### src/logic/bias_params.svh
// Purpose: Offsets, field positions, reset values and timing counts of the bias register bank.
// Assumes: Register indexes are word indexes; byte address is four times the index.
// Notes:   Definitions only.
`ifndef BIAS_PARAMS_SVH
`define BIAS_PARAMS_SVH
// ----------------------------------------
// Register indexes
// ----------------------------------------
`define REG_IDX_FLAGS_PRI 6'h0B
`define REG_IDX_BIAS_CFG 6'h0C
`define REG_IDX_PANEL_CODE 6'h0D
`define REG_IDX_POS_CODE 6'h0E
`define REG_IDX_NEG_CODE 6'h0F
`define REG_IDX_FLAGS_SEC 6'h10
`define REG_IDX_IRQ_CLEAR 6'h11
`define REG_IDX_IRQ_ENABLE 6'h12
`define REG_IDX_RAIL_STATUS 6'h13
// ----------------------------------------
// Reset values and widths
// ----------------------------------------
`define BIAS_CFG_RST 8'h18
`define PANEL_CODE_RST 6'h1E
`define POS_CODE_RST 6'h1E
`define NEG_CODE_RST 6'h1C
`define VCODE_W 6
`define FLAGS_PRI_W 8
`define FLAGS_SEC_W 6
`define IRQ_W 14
// ----------------------------------------
// Configuration field positions
// ----------------------------------------
`define CFG_WAKE 7
`define CFG_RAMP_SEL 6
`define CFG_AUTO_SEQUENCE_ENABLE 5
`define CFG_POS_DIS 4
`define CFG_NEG_DIS 3
`define CFG_POS_EN 2
`define CFG_NEG_EN 1
`define CFG_PIN_SEL 0
// ----------------------------------------
// Timing
// ----------------------------------------
`define CLOCK_MHZ 200
`define POS_RAMP_SLOW_US 800
`define POS_RAMP_FAST_US 500
`endif

### src/logic/bias_pkg.sv
// Purpose: Types shared by the bias register bank.
// Assumes: Constants live in bias_params.svh.
// Notes:   One-hot codes written out.
package bias_pkg;
	// ----------------------------------------
	// Positive rail ramp states
	// ----------------------------------------
	typedef enum logic [2:0] {
		RAIL_OFF = 3'b001,
		RAIL_RAMP = 3'b010,
		RAIL_ON = 3'b100
	} rail_state_t;
endpackage : bias_pkg

### src/logic/bias_config_and_fault_flags.sv
// Purpose: APB register bank for display bias configuration, voltage codes and fault flags.
// Assumes: Single 200 MHz clock; fault and pin inputs are asynchronous.
// Notes:   Zero-wait APB slave; unmapped or misaligned addresses answer with an error.
//
// Summary of operation
// - Primary flags read-only, zero after reset, bit7 backlight overvoltage
// - Primary bit6 flash overvoltage, zero after reset
// - Primary bits5..3: flash short, input monitor, flash interrupt
// - Primary bits2..0: LED short, timeout, thermal
// - Secondary read-only; 7..6 reserved; panel boost, negative overvoltage
// - Secondary bit3 positive short, bit2 negative short
// - Secondary bit1 flash overcurrent, bit0 backlight overcurrent
// - Config bit7 enables wake-up mode, default off
// - Config bit6 picks ramp: 800us or 500us
// - Config bit5 enables auto-sequencing, default off
// - Config bit4 positive active discharge, default on
// - Config bit3 negative active discharge, default on
// - Config bits2,1 enable positive, negative rails, default off
// - Config bit0 chooses pins or register bits
// - Panel boost code six bits, reset 011110
// - Positive rail code six bits, reset 011110
// - Negative rail code six bits, reset 011100
`timescale 1ns/1ps
`include "bias_params.svh"
module bias_config_and_fault_flags #(
	parameter int RAMP_SLOW_CYCLES = `POS_RAMP_SLOW_US * `CLOCK_MHZ,
	parameter int RAMP_FAST_CYCLES = `POS_RAMP_FAST_US * `CLOCK_MHZ
) (
	// Clock and reset
	input wire logic CLOCK_I,
	input wire logic RESET_N_I,
	// APB slave
	input wire logic PSEL_I,
	input wire logic PENABLE_I,
	input wire logic PWRITE_I,
	input wire logic [7:0] PADDR_I,
	input wire logic [31:0] PWDATA_I,
	input wire logic [3:0] PSTRB_I,
	output logic [31:0] PRDATA_O,
	output logic PREADY_O,
	output logic PSLVERR_O,
	// Interrupt
	output logic IRQ_O,
	// Fault inputs from the analog side
	input wire logic BACKLIGHT_OVERVOLTAGE_FLAG_I,
	input wire logic FLASH_OVERVOLTAGE_FLAG_I,
	input wire logic FLASH_OUTPUT_SHORT_FLAG_I,
	input wire logic INPUT_MONITOR_FLAG_I,
	input wire logic FLASH_INTERRUPT_FLAG_I,
	input wire logic FLASH_LED_SHORT_FLAG_I,
	input wire logic FLASH_TIMEOUT_FLAG_I,
	input wire logic THERMAL_SHUTDOWN_FLAG_I,
	input wire logic PANEL_BOOST_OVERVOLTAGE_FLAG_I,
	input wire logic NEGATIVE_RAIL_OVERVOLTAGE_FLAG_I,
	input wire logic POSITIVE_RAIL_SHORT_FLAG_I,
	input wire logic NEGATIVE_RAIL_SHORT_FLAG_I,
	input wire logic FLASH_OVERCURRENT_FLAG_I,
	input wire logic BACKLIGHT_OVERCURRENT_FLAG_I,
	// External rail enable pins
	input wire logic POSITIVE_RAIL_ENABLE_PIN_I,
	input wire logic NEGATIVE_RAIL_ENABLE_PIN_I,
	// Rail controls to the analog side
	output logic POSITIVE_RAIL_ON_O,
	output logic POSITIVE_RAIL_RAMPING_O,
	output logic NEGATIVE_RAIL_ON_O,
	output logic POSITIVE_DISCHARGE_O,
	output logic NEGATIVE_DISCHARGE_O,
	output logic POSITIVE_RAMP_TIME_SELECT_O,
	output logic WAKE_UP_ENABLE_O,
	output logic AUTO_SEQUENCE_ENABLE_O,
	// Voltage codes
	output logic [`VCODE_W-1:0] PANEL_BOOST_VOLTAGE_FIELD_O,
	output logic [`VCODE_W-1:0] POSITIVE_RAIL_VOLTAGE_FIELD_O,
	output logic [`VCODE_W-1:0] NEGATIVE_RAIL_VOLTAGE_FIELD_O
);

	// ----------------------------------------
	// State
	// ----------------------------------------

	typedef struct packed {
		logic [31:0] rdata;
		logic [7:0] cfg;
		logic [`VCODE_W-1:0] panel_code;
		logic [`VCODE_W-1:0] pos_code;
		logic [`VCODE_W-1:0] neg_code;
		logic [`IRQ_W-1:0] irq_enable;
		logic irq;
	} bank_t;

	bank_t q;
	bank_t d;

	// ----------------------------------------
	// Wires
	// ----------------------------------------

	logic [`FLAGS_PRI_W-1:0] flags_pri;
	logic [`FLAGS_SEC_W-1:0] flags_sec;
	logic [`FLAGS_PRI_W-1:0] fault_pri;
	logic [`FLAGS_SEC_W-1:0] fault_sec;
	logic [`IRQ_W-1:0] irq_status;
	logic [`IRQ_W-1:0] irq_clear;
	logic [5:0] word_idx;
	logic aligned;
	logic mapped;
	logic setup;
	logic access;
	logic wr_en;
	logic byte0;
	logic byte1;
	logic pos_on;
	logic pos_ramping;
	logic neg_on;
	logic pos_dis;
	logic neg_dis;
	logic [31:0] read_mux;

	// ----------------------------------------
	// Fault inputs in flag-register bit order
	// ----------------------------------------

	// Primary flags, bit 7 down to bit 0
	assign fault_pri = {
		BACKLIGHT_OVERVOLTAGE_FLAG_I,
		FLASH_OVERVOLTAGE_FLAG_I,
		FLASH_OUTPUT_SHORT_FLAG_I,
		INPUT_MONITOR_FLAG_I,
		FLASH_INTERRUPT_FLAG_I,
		FLASH_LED_SHORT_FLAG_I,
		FLASH_TIMEOUT_FLAG_I,
		THERMAL_SHUTDOWN_FLAG_I
	};

	// Secondary flags, bit 5 down to bit 0
	assign fault_sec = {
		PANEL_BOOST_OVERVOLTAGE_FLAG_I,
		NEGATIVE_RAIL_OVERVOLTAGE_FLAG_I,
		POSITIVE_RAIL_SHORT_FLAG_I,
		NEGATIVE_RAIL_SHORT_FLAG_I,
		FLASH_OVERCURRENT_FLAG_I,
		BACKLIGHT_OVERCURRENT_FLAG_I
	};

	// ----------------------------------------
	// APB decode
	// ----------------------------------------

	// Zero-wait slave: every access phase completes in one cycle
	assign PREADY_O = 1'b1;
	assign word_idx = PADDR_I[7:2];
	assign aligned = (PADDR_I[1:0] == 2'b00);
	assign setup = PSEL_I & !PENABLE_I;
	assign access = PSEL_I & PENABLE_I;
	assign byte0 = PSTRB_I[0];
	assign byte1 = PSTRB_I[1];

	// Address hit; misaligned bytes within a word are treated as unmapped
	always_comb begin
		unique case (word_idx)
			`REG_IDX_FLAGS_PRI,
			`REG_IDX_BIAS_CFG,
			`REG_IDX_PANEL_CODE,
			`REG_IDX_POS_CODE,
			`REG_IDX_NEG_CODE,
			`REG_IDX_FLAGS_SEC,
			`REG_IDX_IRQ_CLEAR,
			`REG_IDX_IRQ_ENABLE,
			`REG_IDX_RAIL_STATUS: mapped = aligned;
			default: mapped = 1'b0;
		endcase
	end

	// Error only on the access phase so the setup cycle shows nothing
	assign PSLVERR_O = access & !mapped;
	assign wr_en = access & PWRITE_I & mapped;

	// ----------------------------------------
	// Read multiplexer
	// ----------------------------------------

	// Reserved and write-only bits read as zero
	always_comb begin
		read_mux = 32'h0000_0000;
		unique case (word_idx)
			`REG_IDX_FLAGS_PRI: read_mux[7:0] = flags_pri;
			`REG_IDX_BIAS_CFG: read_mux[7:0] = q.cfg;
			`REG_IDX_PANEL_CODE: read_mux[`VCODE_W-1:0] = q.panel_code;
			`REG_IDX_POS_CODE: read_mux[`VCODE_W-1:0] = q.pos_code;
			`REG_IDX_NEG_CODE: read_mux[`VCODE_W-1:0] = q.neg_code;
			`REG_IDX_FLAGS_SEC: read_mux[`FLAGS_SEC_W-1:0] = flags_sec;
			`REG_IDX_IRQ_ENABLE: read_mux[`IRQ_W-1:0] = q.irq_enable;
			`REG_IDX_RAIL_STATUS: read_mux[3:0] = {pos_ramping, neg_on, pos_on, q.irq};
			default: read_mux = 32'h0000_0000;
		endcase
	end

	// ----------------------------------------
	// Interrupt clear
	// ----------------------------------------

	// One-cycle clear mask; sticky flags give way unless the fault still holds
	always_comb begin
		irq_clear = '0;
		if (wr_en && word_idx == `REG_IDX_IRQ_CLEAR) begin
			if (byte0) begin
				irq_clear[7:0] = PWDATA_I[7:0];
			end
			if (byte1) begin
				irq_clear[`IRQ_W-1:8] = PWDATA_I[`IRQ_W-1:8];
			end
		end
	end

	assign irq_status = {flags_sec, flags_pri};

	// ----------------------------------------
	// Next state
	// ----------------------------------------

	// Read data is latched in the setup cycle, so it is a flop output in the access phase
	always_comb begin
		d = q;
		if (setup) begin
			d.rdata = (mapped && !PWRITE_I) ? read_mux : 32'h0000_0000;
		end
		if (wr_en && byte0) begin
			unique case (word_idx)
				`REG_IDX_BIAS_CFG: d.cfg = PWDATA_I[7:0];
				`REG_IDX_PANEL_CODE: d.panel_code = PWDATA_I[`VCODE_W-1:0];
				`REG_IDX_POS_CODE: d.pos_code = PWDATA_I[`VCODE_W-1:0];
				`REG_IDX_NEG_CODE: d.neg_code = PWDATA_I[`VCODE_W-1:0];
				`REG_IDX_IRQ_ENABLE: d.irq_enable[7:0] = PWDATA_I[7:0];
				// Flag registers, clear and status: no stored write effect
				default: d.cfg = q.cfg;
			endcase
		end
		if (wr_en && byte1 && word_idx == `REG_IDX_IRQ_ENABLE) begin
			d.irq_enable[`IRQ_W-1:8] = PWDATA_I[`IRQ_W-1:8];
		end
		// Level interrupt while any enabled sticky flag stands
		d.irq = |(irq_status & q.irq_enable);
	end

	// ----------------------------------------
	// State register
	// ----------------------------------------

	// Reset values of the configuration and code registers
	always_ff @(posedge CLOCK_I or negedge RESET_N_I) begin
		if (!RESET_N_I) begin
			q.rdata <= 32'h0000_0000;
			q.cfg <= `BIAS_CFG_RST;
			q.panel_code <= `PANEL_CODE_RST;
			q.pos_code <= `POS_CODE_RST;
			q.neg_code <= `NEG_CODE_RST;
			q.irq_enable <= '0;
			q.irq <= 1'b0;
		end else begin
			q <= d;
		end
	end

	// ----------------------------------------
	// Fault capture
	// ----------------------------------------

	// Primary fault flags, zero from reset
	fault_capture #(
		.WIDTH(`FLAGS_PRI_W)
	) u_flags_pri (
		.clk_i(CLOCK_I),
		.rst_n_i(RESET_N_I),
		.fault_i(fault_pri),
		.clear_i(irq_clear[7:0]),
		.flags_o(flags_pri)
	);

	// Secondary fault flags, zero from reset
	fault_capture #(
		.WIDTH(`FLAGS_SEC_W)
	) u_flags_sec (
		.clk_i(CLOCK_I),
		.rst_n_i(RESET_N_I),
		.fault_i(fault_sec),
		.clear_i(irq_clear[`IRQ_W-1:8]),
		.flags_o(flags_sec)
	);

	// ----------------------------------------
	// Rail enable and ramp
	// ----------------------------------------

	// Enable source, discharge and ramp timing follow the configuration register
	rail_enable #(
		.RAMP_SLOW_CYCLES(RAMP_SLOW_CYCLES),
		.RAMP_FAST_CYCLES(RAMP_FAST_CYCLES)
	) u_rails (
		.clk_i(CLOCK_I),
		.rst_n_i(RESET_N_I),
		.cfg_i(q.cfg),
		.positive_rail_enable_pin_i(POSITIVE_RAIL_ENABLE_PIN_I),
		.negative_rail_enable_pin_i(NEGATIVE_RAIL_ENABLE_PIN_I),
		.pos_on_o(pos_on),
		.pos_ramping_o(pos_ramping),
		.neg_on_o(neg_on),
		.pos_discharge_o(pos_dis),
		.neg_discharge_o(neg_dis)
	);

	// ----------------------------------------
	// Outputs
	// ----------------------------------------

	// Bus and interrupt
	assign PRDATA_O = q.rdata;
	assign IRQ_O = q.irq;

	// Rail controls
	assign POSITIVE_RAIL_ON_O = pos_on;
	assign POSITIVE_RAIL_RAMPING_O = pos_ramping;
	assign NEGATIVE_RAIL_ON_O = neg_on;
	assign POSITIVE_DISCHARGE_O = pos_dis;
	assign NEGATIVE_DISCHARGE_O = neg_dis;

	// Mode bits straight from the configuration register
	assign POSITIVE_RAMP_TIME_SELECT_O = q.cfg[`CFG_RAMP_SEL];
	assign WAKE_UP_ENABLE_O = q.cfg[`CFG_WAKE];
	assign AUTO_SEQUENCE_ENABLE_O = q.cfg[`CFG_AUTO_SEQUENCE_ENABLE];

	// Voltage codes; the analog side scales them per step
	assign PANEL_BOOST_VOLTAGE_FIELD_O = q.panel_code;
	assign POSITIVE_RAIL_VOLTAGE_FIELD_O = q.pos_code;
	assign NEGATIVE_RAIL_VOLTAGE_FIELD_O = q.neg_code;

endmodule : bias_config_and_fault_flags

### src/logic/fault_capture.sv
// Purpose: Synchronise fault inputs and hold them as sticky flags.
// Assumes: Fault inputs are asynchronous levels from the analog side.
// Notes:   A set in the same cycle as a clear wins.
`timescale 1ns/1ps
module fault_capture #(
	parameter int WIDTH = 8
) (
	// Clock and reset
	input wire logic clk_i,
	input wire logic rst_n_i,
	// Fault levels and clear mask
	input wire logic [WIDTH-1:0] fault_i,
	input wire logic [WIDTH-1:0] clear_i,
	// Sticky flags
	output logic [WIDTH-1:0] flags_o
);
	typedef struct packed {
		logic [WIDTH-1:0] s1;
		logic [WIDTH-1:0] s2;
		logic [WIDTH-1:0] s3;
		logic [WIDTH-1:0] level;
		logic [WIDTH-1:0] sticky;
	} cap_t;
	cap_t q;
	cap_t d;
	// Level only moves once stages two and three agree, filtering one-cycle metastable glitches
	always_comb begin
		d = q;
		d.s1 = fault_i;
		d.s2 = q.s1;
		d.s3 = q.s2;
		d.level = (q.s2 & q.s3) | (q.level & (q.s2 | q.s3));
		d.sticky = (q.sticky & ~clear_i) | q.level;
	end
	// State register
	always_ff @(posedge clk_i or negedge rst_n_i) begin
		if (!rst_n_i) begin
			q <= '0;
		end else begin
			q <= d;
		end
	end
	assign flags_o = q.sticky;
endmodule : fault_capture

### src/logic/rail_enable.sv
// Purpose: Pick the enable source of each bias rail and time the positive rail ramp.
// Assumes: Enable pins are asynchronous levels.
// Notes:   Ramp counts are parameters so a simulation can shorten them.
`timescale 1ns/1ps
`include "bias_params.svh"
module rail_enable #(
	parameter int RAMP_SLOW_CYCLES = `POS_RAMP_SLOW_US * `CLOCK_MHZ,
	parameter int RAMP_FAST_CYCLES = `POS_RAMP_FAST_US * `CLOCK_MHZ
) (
	// Clock and reset
	input wire logic clk_i,
	input wire logic rst_n_i,
	// Configuration and pins
	input wire logic [7:0] cfg_i,
	input wire logic positive_rail_enable_pin_i,
	input wire logic negative_rail_enable_pin_i,
	// Rail controls
	output logic pos_on_o,
	output logic pos_ramping_o,
	output logic neg_on_o,
	output logic pos_discharge_o,
	output logic neg_discharge_o
);
	localparam int CW = $clog2(RAMP_SLOW_CYCLES + 1);
	typedef struct packed {
		logic [1:0] s1;
		logic [1:0] s2;
		logic [1:0] s3;
		logic [1:0] pin;
		bias_pkg::rail_state_t state;
		logic [CW-1:0] count;
	} rail_t;
	rail_t q;
	rail_t d;
	logic pos_req;
	logic neg_req;
	// Source select: pins only or register bits only, never a mix
	assign pos_req = cfg_i[`CFG_PIN_SEL] ? q.pin[0] : cfg_i[`CFG_POS_EN];
	assign neg_req = cfg_i[`CFG_PIN_SEL] ? q.pin[1] : cfg_i[`CFG_NEG_EN];
	// Pin filter and ramp sequencer
	always_comb begin
		d = q;
		d.s1 = {negative_rail_enable_pin_i, positive_rail_enable_pin_i};
		d.s2 = q.s1;
		d.s3 = q.s2;
		d.pin = (q.s2 & q.s3) | (q.pin & (q.s2 | q.s3));
		unique case (q.state)
			bias_pkg::RAIL_OFF: begin
				if (pos_req) begin
					d.state = bias_pkg::RAIL_RAMP;
					d.count = cfg_i[`CFG_RAMP_SEL] ? CW'(RAMP_FAST_CYCLES - 1) : CW'(RAMP_SLOW_CYCLES - 1);
				end
			end
			bias_pkg::RAIL_RAMP: begin
				if (!pos_req) begin
					d.state = bias_pkg::RAIL_OFF;
				end else if (q.count == '0) begin
					d.state = bias_pkg::RAIL_ON;
				end else begin
					d.count = q.count - CW'(1);
				end
			end
			bias_pkg::RAIL_ON: begin
				if (!pos_req) begin
					d.state = bias_pkg::RAIL_OFF;
				end
			end
		endcase
	end
	// State register
	always_ff @(posedge clk_i or negedge rst_n_i) begin
		if (!rst_n_i) begin
			q <= '{s1: '0, s2: '0, s3: '0, pin: '0, state: bias_pkg::RAIL_OFF, count: '0};
		end else begin
			q <= d;
		end
	end
	// Outputs; under auto-sequencing the negative rail waits for the positive ramp
	assign pos_on_o = (q.state != bias_pkg::RAIL_OFF);
	assign pos_ramping_o = (q.state == bias_pkg::RAIL_RAMP);
	assign neg_on_o = neg_req & (!cfg_i[`CFG_AUTO_SEQUENCE_ENABLE] | (q.state == bias_pkg::RAIL_ON));
	assign pos_discharge_o = !pos_on_o & cfg_i[`CFG_POS_DIS];
	assign neg_discharge_o = !neg_on_o & cfg_i[`CFG_NEG_DIS];
endmodule : rail_enable

### config.mk
export PLATFORM = sky130hd
export DESIGN_NAME = bias_config_and_fault_flags
export DESIGN_NICKNAME = d
export VERILOG_FILES = /design/src/logic/bias_pkg.sv /design/src/logic/bias_config_and_fault_flags.sv /design/src/logic/fault_capture.sv /design/src/logic/rail_enable.sv
export VERILOG_INCLUDE_DIRS = /design/src /design/src/logic
export SDC_FILE = /design/constraint.sdc
export NUM_CORES = 1
export LEC_CHECK = 0
export BUFFER_PORTS_ARGS = -buffer_cell sky130_fd_sc_hd__buf_4
export CORE_MARGIN = 4
export CORE_UTILIZATION = 50
export CTS_CLUSTER_SIZE = 30
export DETAILED_ROUTE_END_ITERATION = 6
export GPL_TIMING_DRIVEN = 0
export PLACE_DENSITY = 0.78
export SLEW_MARGIN = 10
export SYNTH_ARGS = -nofsm -noshare
export SYNTH_HDL_FRONTEND = slang
export SYNTH_SLANG_ARGS = --single-unit
### constraint.sdc
create_clock -name CLOCK_I -period 3.1 [get_ports CLOCK_I]
set_input_delay 0.465 -clock CLOCK_I [delete_from_list [all_inputs] [get_ports CLOCK_I]]
set_output_delay 0.465 -clock CLOCK_I [all_outputs]
set_load 0.05 [all_outputs]
# Word-level counts from Yosys, hierarchy flattened
# Cells that the tools add are included.
# totals
reg_bits	172
latchBits	0
ram_bits	0
romBits	0
memories	0
# classes
n_addsub	1
mul	0
div	0
order_cmp	0
n_eq_ne	18
shifts	0
muxes	20
bitwise_logic	28
reduce_logical	23
# ops
cell	count
18-bit 2-to-1 mux	3
18-bit one-hot mux with 2 select lines	1
4-bit one-hot mux with 8 select lines	1
6-bit by 4-bit == test with 1-bit output (second input constant)	5
14-bit 2-to-1 mux	2
8-bit AND	3
6-bit by 5-bit == test with 1-bit output (second input constant)	4
8-bit OR	3
21-bit 2-to-1 mux	1
6-bit AND	3
18-bit logical NOT	1
6-bit OR	3
18-bit by 1-bit subtractor with 18-bit output (second input constant)	1
14-bit AND	1
2-bit one-hot mux with 7 select lines	1
14-bit OR reduction	1
6-bit 2-to-1 mux	2
2-bit AND reduction	5
3-bit 2-to-1 mux	3
3-bit one-hot mux with 3 select lines	1
9-bit OR reduction	1
1-bit AND	8
8-bit 2-to-1 mux	1
8-bit NOT	1
other kinds (19)	34

# Longest topological paths before layout
# logic_depth
ltp_word	9
depth_mapped	8
mapped_depth_nobuf	7

# Hierarchy
# A second synthesis with hierarchy kept.
# hier_totals
hier_cells	565
area_unflattened_um2	7038.0
# modules_own_cells
module	n_inst	cells_each	area_each_um2	seq_area_each_um2
bias_config_and_fault_flags	1	282	3273.1	1392.6
rail_enable	1	157	1577.8	726.9
fault_capture at u_flags_pri	1	72	1249.9	1001.0
fault_capture at u_flags_sec	1	54	937.1	750.7

# Worst setup path after synthesis
# OpenSTA, ideal clock, no wires.
# synth_path
path_type	reg2out
start	register u_rails.q[19] in the netlist's numbering
end	output port NEGATIVE_DISCHARGE_O
t_arrival_ns	2.221
required_time_ns	2.635
slack_ns	0.414
stages_incl_launch_ff	4
n_path_buf	0
path_cell_list	dfrtp_1 > or3b_2 > a21oi_1 > nor2b_1
# synth_between
elab_chain_len	5
# synth_lines
item	line	rtl
start: declaration	rail_enable.sv:33	rail_t q;
start signal: assignment	rail_enable.sv:73	q <= '{s1: '0, s2: '0, s3: '0, pin: '0, state: bias_pkg::RAIL_OFF, count: '0};
3-bit == test	rail_enable.sv:81	assign neg_on_o = neg_req & (!cfg_i[`CFG_AUTO_SEQUENCE_ENABLE] | (q.state == bias_pkg::RAIL_ON));
1-bit OR	rail_enable.sv:81	
1-bit AND	rail_enable.sv:81	
net NEGATIVE_RAIL_ON_O	bias_config_and_fault_flags.sv:65	output logic NEGATIVE_RAIL_ON_O,
1-bit logical NOT	rail_enable.sv:83	assign neg_discharge_o = !neg_on_o & cfg_i[`CFG_NEG_DIS];
1-bit AND	rail_enable.sv:83	
end: declaration	bias_config_and_fault_flags.sv:67	output logic NEGATIVE_DISCHARGE_O,
# The timed path passes the listed nets, and every way through them passes these cells.

# Worst setup path in the final report
# layout_path
start	register u_rails.q[18] in the netlist's numbering
end	output port POSITIVE_RAIL_RAMPING_O
# layout_between
elab_chain_len	1
# layout_lines
item	line	rtl
3-bit by 2-bit == test with 1-bit output	rail_enable.sv:80	assign pos_ramping_o = (q.state == bias_pkg::RAIL_RAMP);
end: declaration	bias_config_and_fault_flags.sv:64	output logic POSITIVE_RAIL_RAMPING_O,
# Every way passes these cells.

==> metrics.txt <==
# TYPE chip_impl_metric gauge
chip_impl_info{name="outcome",value="finished clean"} 1
chip_impl_info{name="critical-path-top-cell-by-count",value="buf_2"} 1
chip_impl_metric{name="grt_start_max_net_pins",unit=""} 111
chip_impl_metric{name="die-width",unit="um"} 124
chip_impl_metric{name="grt_overflow",unit=""} 0
chip_impl_metric{name="worst_pin_slew",unit="ps"} 898
chip_impl_metric{name="detail_route.vias_per_cell",unit=""} 5.49
chip_impl_metric{name="route.final.wire_length",unit="mm"} 15.7
chip_impl_info{name="clock_tree_from_tritoncts",value="yes"} 1
chip_impl_metric{name="post-route-period-util",unit=""} 0.864
chip_impl_metric{name="io_buffers",unit=""} 84
chip_impl_info{name="dominantRegCellSynth",value="dfrtp_1"} 1
chip_impl_metric{name="core_area",unit="mm2"} 0.0132
chip_impl_metric{name="detail_route.first_pass.iterations",unit=""} 7
chip_impl_metric{name="synth_cells",unit=""} 544
chip_impl_metric{name="floorplan.io_pins",unit=""} 126
chip_impl_metric{name="n_antenna_cell",unit=""} 0
chip_impl_metric{name="hold_ws",unit="ps"} 145
chip_impl_metric{name="drv.max_cap_violation_count",unit=""} 0
chip_impl_info{name="rsz_0062_raised_after_global_routing",value="false"} 1
chip_impl_metric{name="synth.cell_area",unit="mm2"} 0.00676
chip_impl_info{name="cts_root_buffer",value="clkbuf_16"} 1
chip_impl_metric{name="globalRouteTotalUtil",unit=""} 0.208
chip_impl_metric{name="ctsResizeCount",unit=""} 0
chip_impl_metric{name="die_height",unit="um"} 124
chip_impl_metric{name="clk_pin_slew",unit="ps"} 60
chip_impl_metric{name="post-dp-hpwl",unit="mm"} 11.2
chip_impl_info{name="most-common-layout-cells",value="dfrtp_1 (140), buf_4 (139), nand2_1 (46)"} 1
chip_impl_metric{name="finalWorstPathRequiredPeriod",unit="ps"} 2680
chip_impl_metric{name="drtIter0Drc",unit=""} 328
chip_impl_metric{name="yosys_register_bits",unit=""} 154
chip_impl_metric{name="setup-violations-final",unit=""} 0
chip_impl_metric{name="num_vias",unit=""} 4691
chip_impl_info{name="synth.top_cells.by_area",value="dfrtp_1 (52%), mux2_2 (7.3%), buf_4 (6.2%)"} 1
chip_impl_metric{name="final-max-slew-violation-count",unit=""} 0
chip_impl_metric{name="cellPowerDensity",unit="mW/mm2"} 621
chip_impl_info{name="worstSetupEndpointType",value="output port"} 1
chip_impl_metric{name="async_reset_ff_frac",unit=""} 1.00
chip_impl_metric{name="clock_tree.htree_level_count",unit=""} 4
chip_impl_metric{name="wire_length_of_the_first_global_routing_pass",unit="mm"} 25.5
chip_impl_metric{name="critical_path_arrival",unit="ps"} 2210
chip_impl_metric{name="p_leak",unit="uW"} 0.00387
chip_impl_metric{name="area_of_the_die",unit="mm2"} 0.0154
chip_impl_metric{name="utilization",unit=""} 0.626
chip_impl_metric{name="critical_path_peak_fanout",unit=""} 10
chip_impl_metric{name="flow.area_growth_from_synthesis",unit="%"} 22.7
chip_impl_metric{name="floorplan.initialDensity",unit=""} 0.510
chip_impl_metric{name="average_instance_area_after_synthesis",unit="um2"} 12.4
chip_impl_metric{name="required",unit="ps"} 2630
chip_impl_info{name="hold_class",value="in -> reg"} 1
chip_impl_metric{name="fin_total_pwr",unit="uW"} 5150
chip_impl_metric{name="place_congestion",unit=""} 0.917
chip_impl_metric{name="grt_antenna_before_repair",unit=""} 0
chip_impl_info{name="critical-path-slowest-cell",value="dfstp_2"} 1
chip_impl_info{name="crit_chain",value="or3b_1 -> buf_2 -> clkinv_1 -> buf_2 -> buf_4"} 1
chip_impl_info{name="synth_area_leader_cell",value="dfrtp_1"} 1
chip_impl_metric{name="post_route_cells_drive_above_1_share",unit=""} 0.381
chip_impl_metric{name="post-cts-setup-buffers",unit=""} 0
chip_impl_metric{name="clock_insertion_delay_worst_skew",unit="ps"} 420
chip_impl_metric{name="design.final.nets",unit=""} 733
chip_impl_metric{name="peak_supply_drop",unit="mV"} 0.459
chip_impl_metric{name="max_slew_margin",unit=""} 0.396
chip_impl_metric{name="fmaxAchievable",unit="GHz"} 0.373
chip_impl_metric{name="dr_drc_count",unit=""} 0
chip_impl_metric{name="yosys_warnings",unit=""} 0
chip_impl_metric{name="final.setup_skew",unit="ps"} 6.22
chip_impl_metric{name="cp_slowest_stage_delay",unit="ps"} 590
chip_impl_metric{name="fin_setup_tns",unit="ps"} 0
chip_impl_info{name="layout.cells.most_common",value="dfrtp_1"} 1
chip_impl_metric{name="clock_tree.buffer_depth",unit=""} 2
chip_impl_metric{name="hold_viol_final",unit=""} 0
chip_impl_metric{name="share_of_synthesized_area_occupied_by_flip_flops_and_latches",unit=""} 0.573
chip_impl_metric{name="ant_nets",unit=""} 0
chip_impl_metric{name="clock_sinks",unit=""} 154
chip_impl_metric{name="netlist-cell-type-count",unit=""} 62
chip_impl_metric{name="wire_length_per_cell_after_detailed_routing",unit="um"} 18.3
chip_impl_metric{name="yosys.area.top_type_share",unit=""} 0.518
chip_impl_metric{name="cts_inserted_buffers",unit=""} 17
chip_impl_info{name="critPathLaunchType",value="register"} 1
chip_impl_info{name="timing_worst_setup_path_type",value="reg -> out"} 1
chip_impl_metric{name="std_cell_rows",unit=""} 42
chip_impl_metric{name="first_global_vias",unit=""} 4864
chip_impl_metric{name="synth_edf_count",unit=""} 0
## routing by layer
metal / wire (um) / GRT usage / share of wire
met1: 6550 / 0.264 / 0.42
met4: 437 / 0.0793 / 0.028
met5: 0 / 0 / 0
met3: 876 / 0.0562 / 0.056
met2: 7790 / 0.344 / 0.50
## timing repair
action                     in CTS  in global routing
hold buffers                    1                  0
hold endpoints to repair       44                  0
setup endpoints to repair       0                  0
## final timing paths
| check | from | cells past startpoint | slack, ps | endpoint |
|---|---|---|---|---|
| worst max-delay path | u_rails.q[18]$_DFFE_PN1P_ | 5 | 420 | POSITIVE_RAIL_RAMPING_O |
| worst min-delay path | BACKLIGHT_OVERCURRENT_FLAG_I | 1 | 150 | u_flags_sec.d[18]$_DFF_PN0_ |
| worst max register to register | u_rails.q[0]$_DFFE_PN0P_ | 7 | 710 | u_rails.q[16]$_DFFE_PN0P_ |
| worst min register to register | u_flags_pri.d[24]$_DFF_PN0_ | 0 | 350 | u_flags_pri.d[16]$_DFF_PN0_ |
| max in group asynchronous | RESET_N_I | 3 | 1750 | q[8]$_DFFE_PN0P_ |
| min in group asynchronous | RESET_N_I | 2 | 510 | u_rails.q[8]$_DFFE_PN0P_ |
## worst max-delay path: cells and delay by family, from the launching register on
family                 cells  cell delay (ps)
buffers and inverters      4             1070
DFF                        1              590
and+or+nand+nor            1              120
## where the power goes
| part | switching [uW] | leakage (uW) | internal (uW) | total [uW] |
|---|---|---|---|---|
| Clock | 839 | 0.000276 | 1150 | 1990 |
| Sequential | 91.8 | 0.00188 | 2110 | 2210 |
| Combinational | 629 | 0.00172 | 327 | 956 |
## state kept, by name, indices dropped and copies added, names as in the netlist, 4 cells and up
register                       count
NEGATIVE_RAIL_VOLTAGE_FIELD_O      6
PANEL_BOOST_VOLTAGE_FIELD_O        6
POSITIVE_RAIL_VOLTAGE_FIELD_O      6
PRDATA_O                          14
q                                 19
u_flags_pri.d                     16
u_flags_pri.flags_o                8
u_flags_pri.q                     16
u_flags_sec.d                     12
u_flags_sec.flags_o                6
u_flags_sec.q                     12
u_rails.d                          4
u_rails.q                         25
## cell usage after synthesis (all sizes together), types with 4 or more instances
| library cell | n |
|---|---|
| a31oi | 9 |
| a22o | 17 |
| mux2 | 44 |
| dfstp | 14 |
| nand2 | 46 |
| nor4 | 4 |
| maj3 | 16 |
| o22a | 4 |
| dfrtp | 140 |
| and2 | 6 |
| a21o | 15 |
| nor2b | 9 |
| nand2b | 4 |
| a21oi | 24 |
| nor2 | 25 |
| mux4 | 5 |
| a22oi | 13 |
| or3 | 5 |
| o21ai | 20 |
| inv | 6 |
| buf | 62 |
| nor3 | 11 |
## through the flow
stage               setup slack (ps)  instances  area, um2
floorplan                        414        561       6820
global placement                 823        821       7670
detailed placement               806        822       7710
CTS                              425        854       8290
global route                     366        854       8290
finish                           422        854       8290
## cells by family (layout without fill, tap and decap cells)
family	count (synthesis)	count (layout)	synth area share
AOI/OAI and AO/OA	114	114	0.117
xor gates and xnor gates	1	1	0.00130
adders and majority gates	18	18	0.0274
buffers and inverters	72	189	0.0740
DFF	154	154	0.573
muxes	52	52	0.0950
other	2	19	0.00111
and+or+nand+nor	131	131	0.111
## cell type report
type,count,area [um2]
clock inverter,12,131
tap,176,220
multi-input combinational,335,2450
sequential,154,3870
clock buffer,19,443
timing repair buffer,86,676
inverter,7,26.3
fill,1035,4950
buffer,65,474
Note: power is estimated with default switching activity, not from simulation.
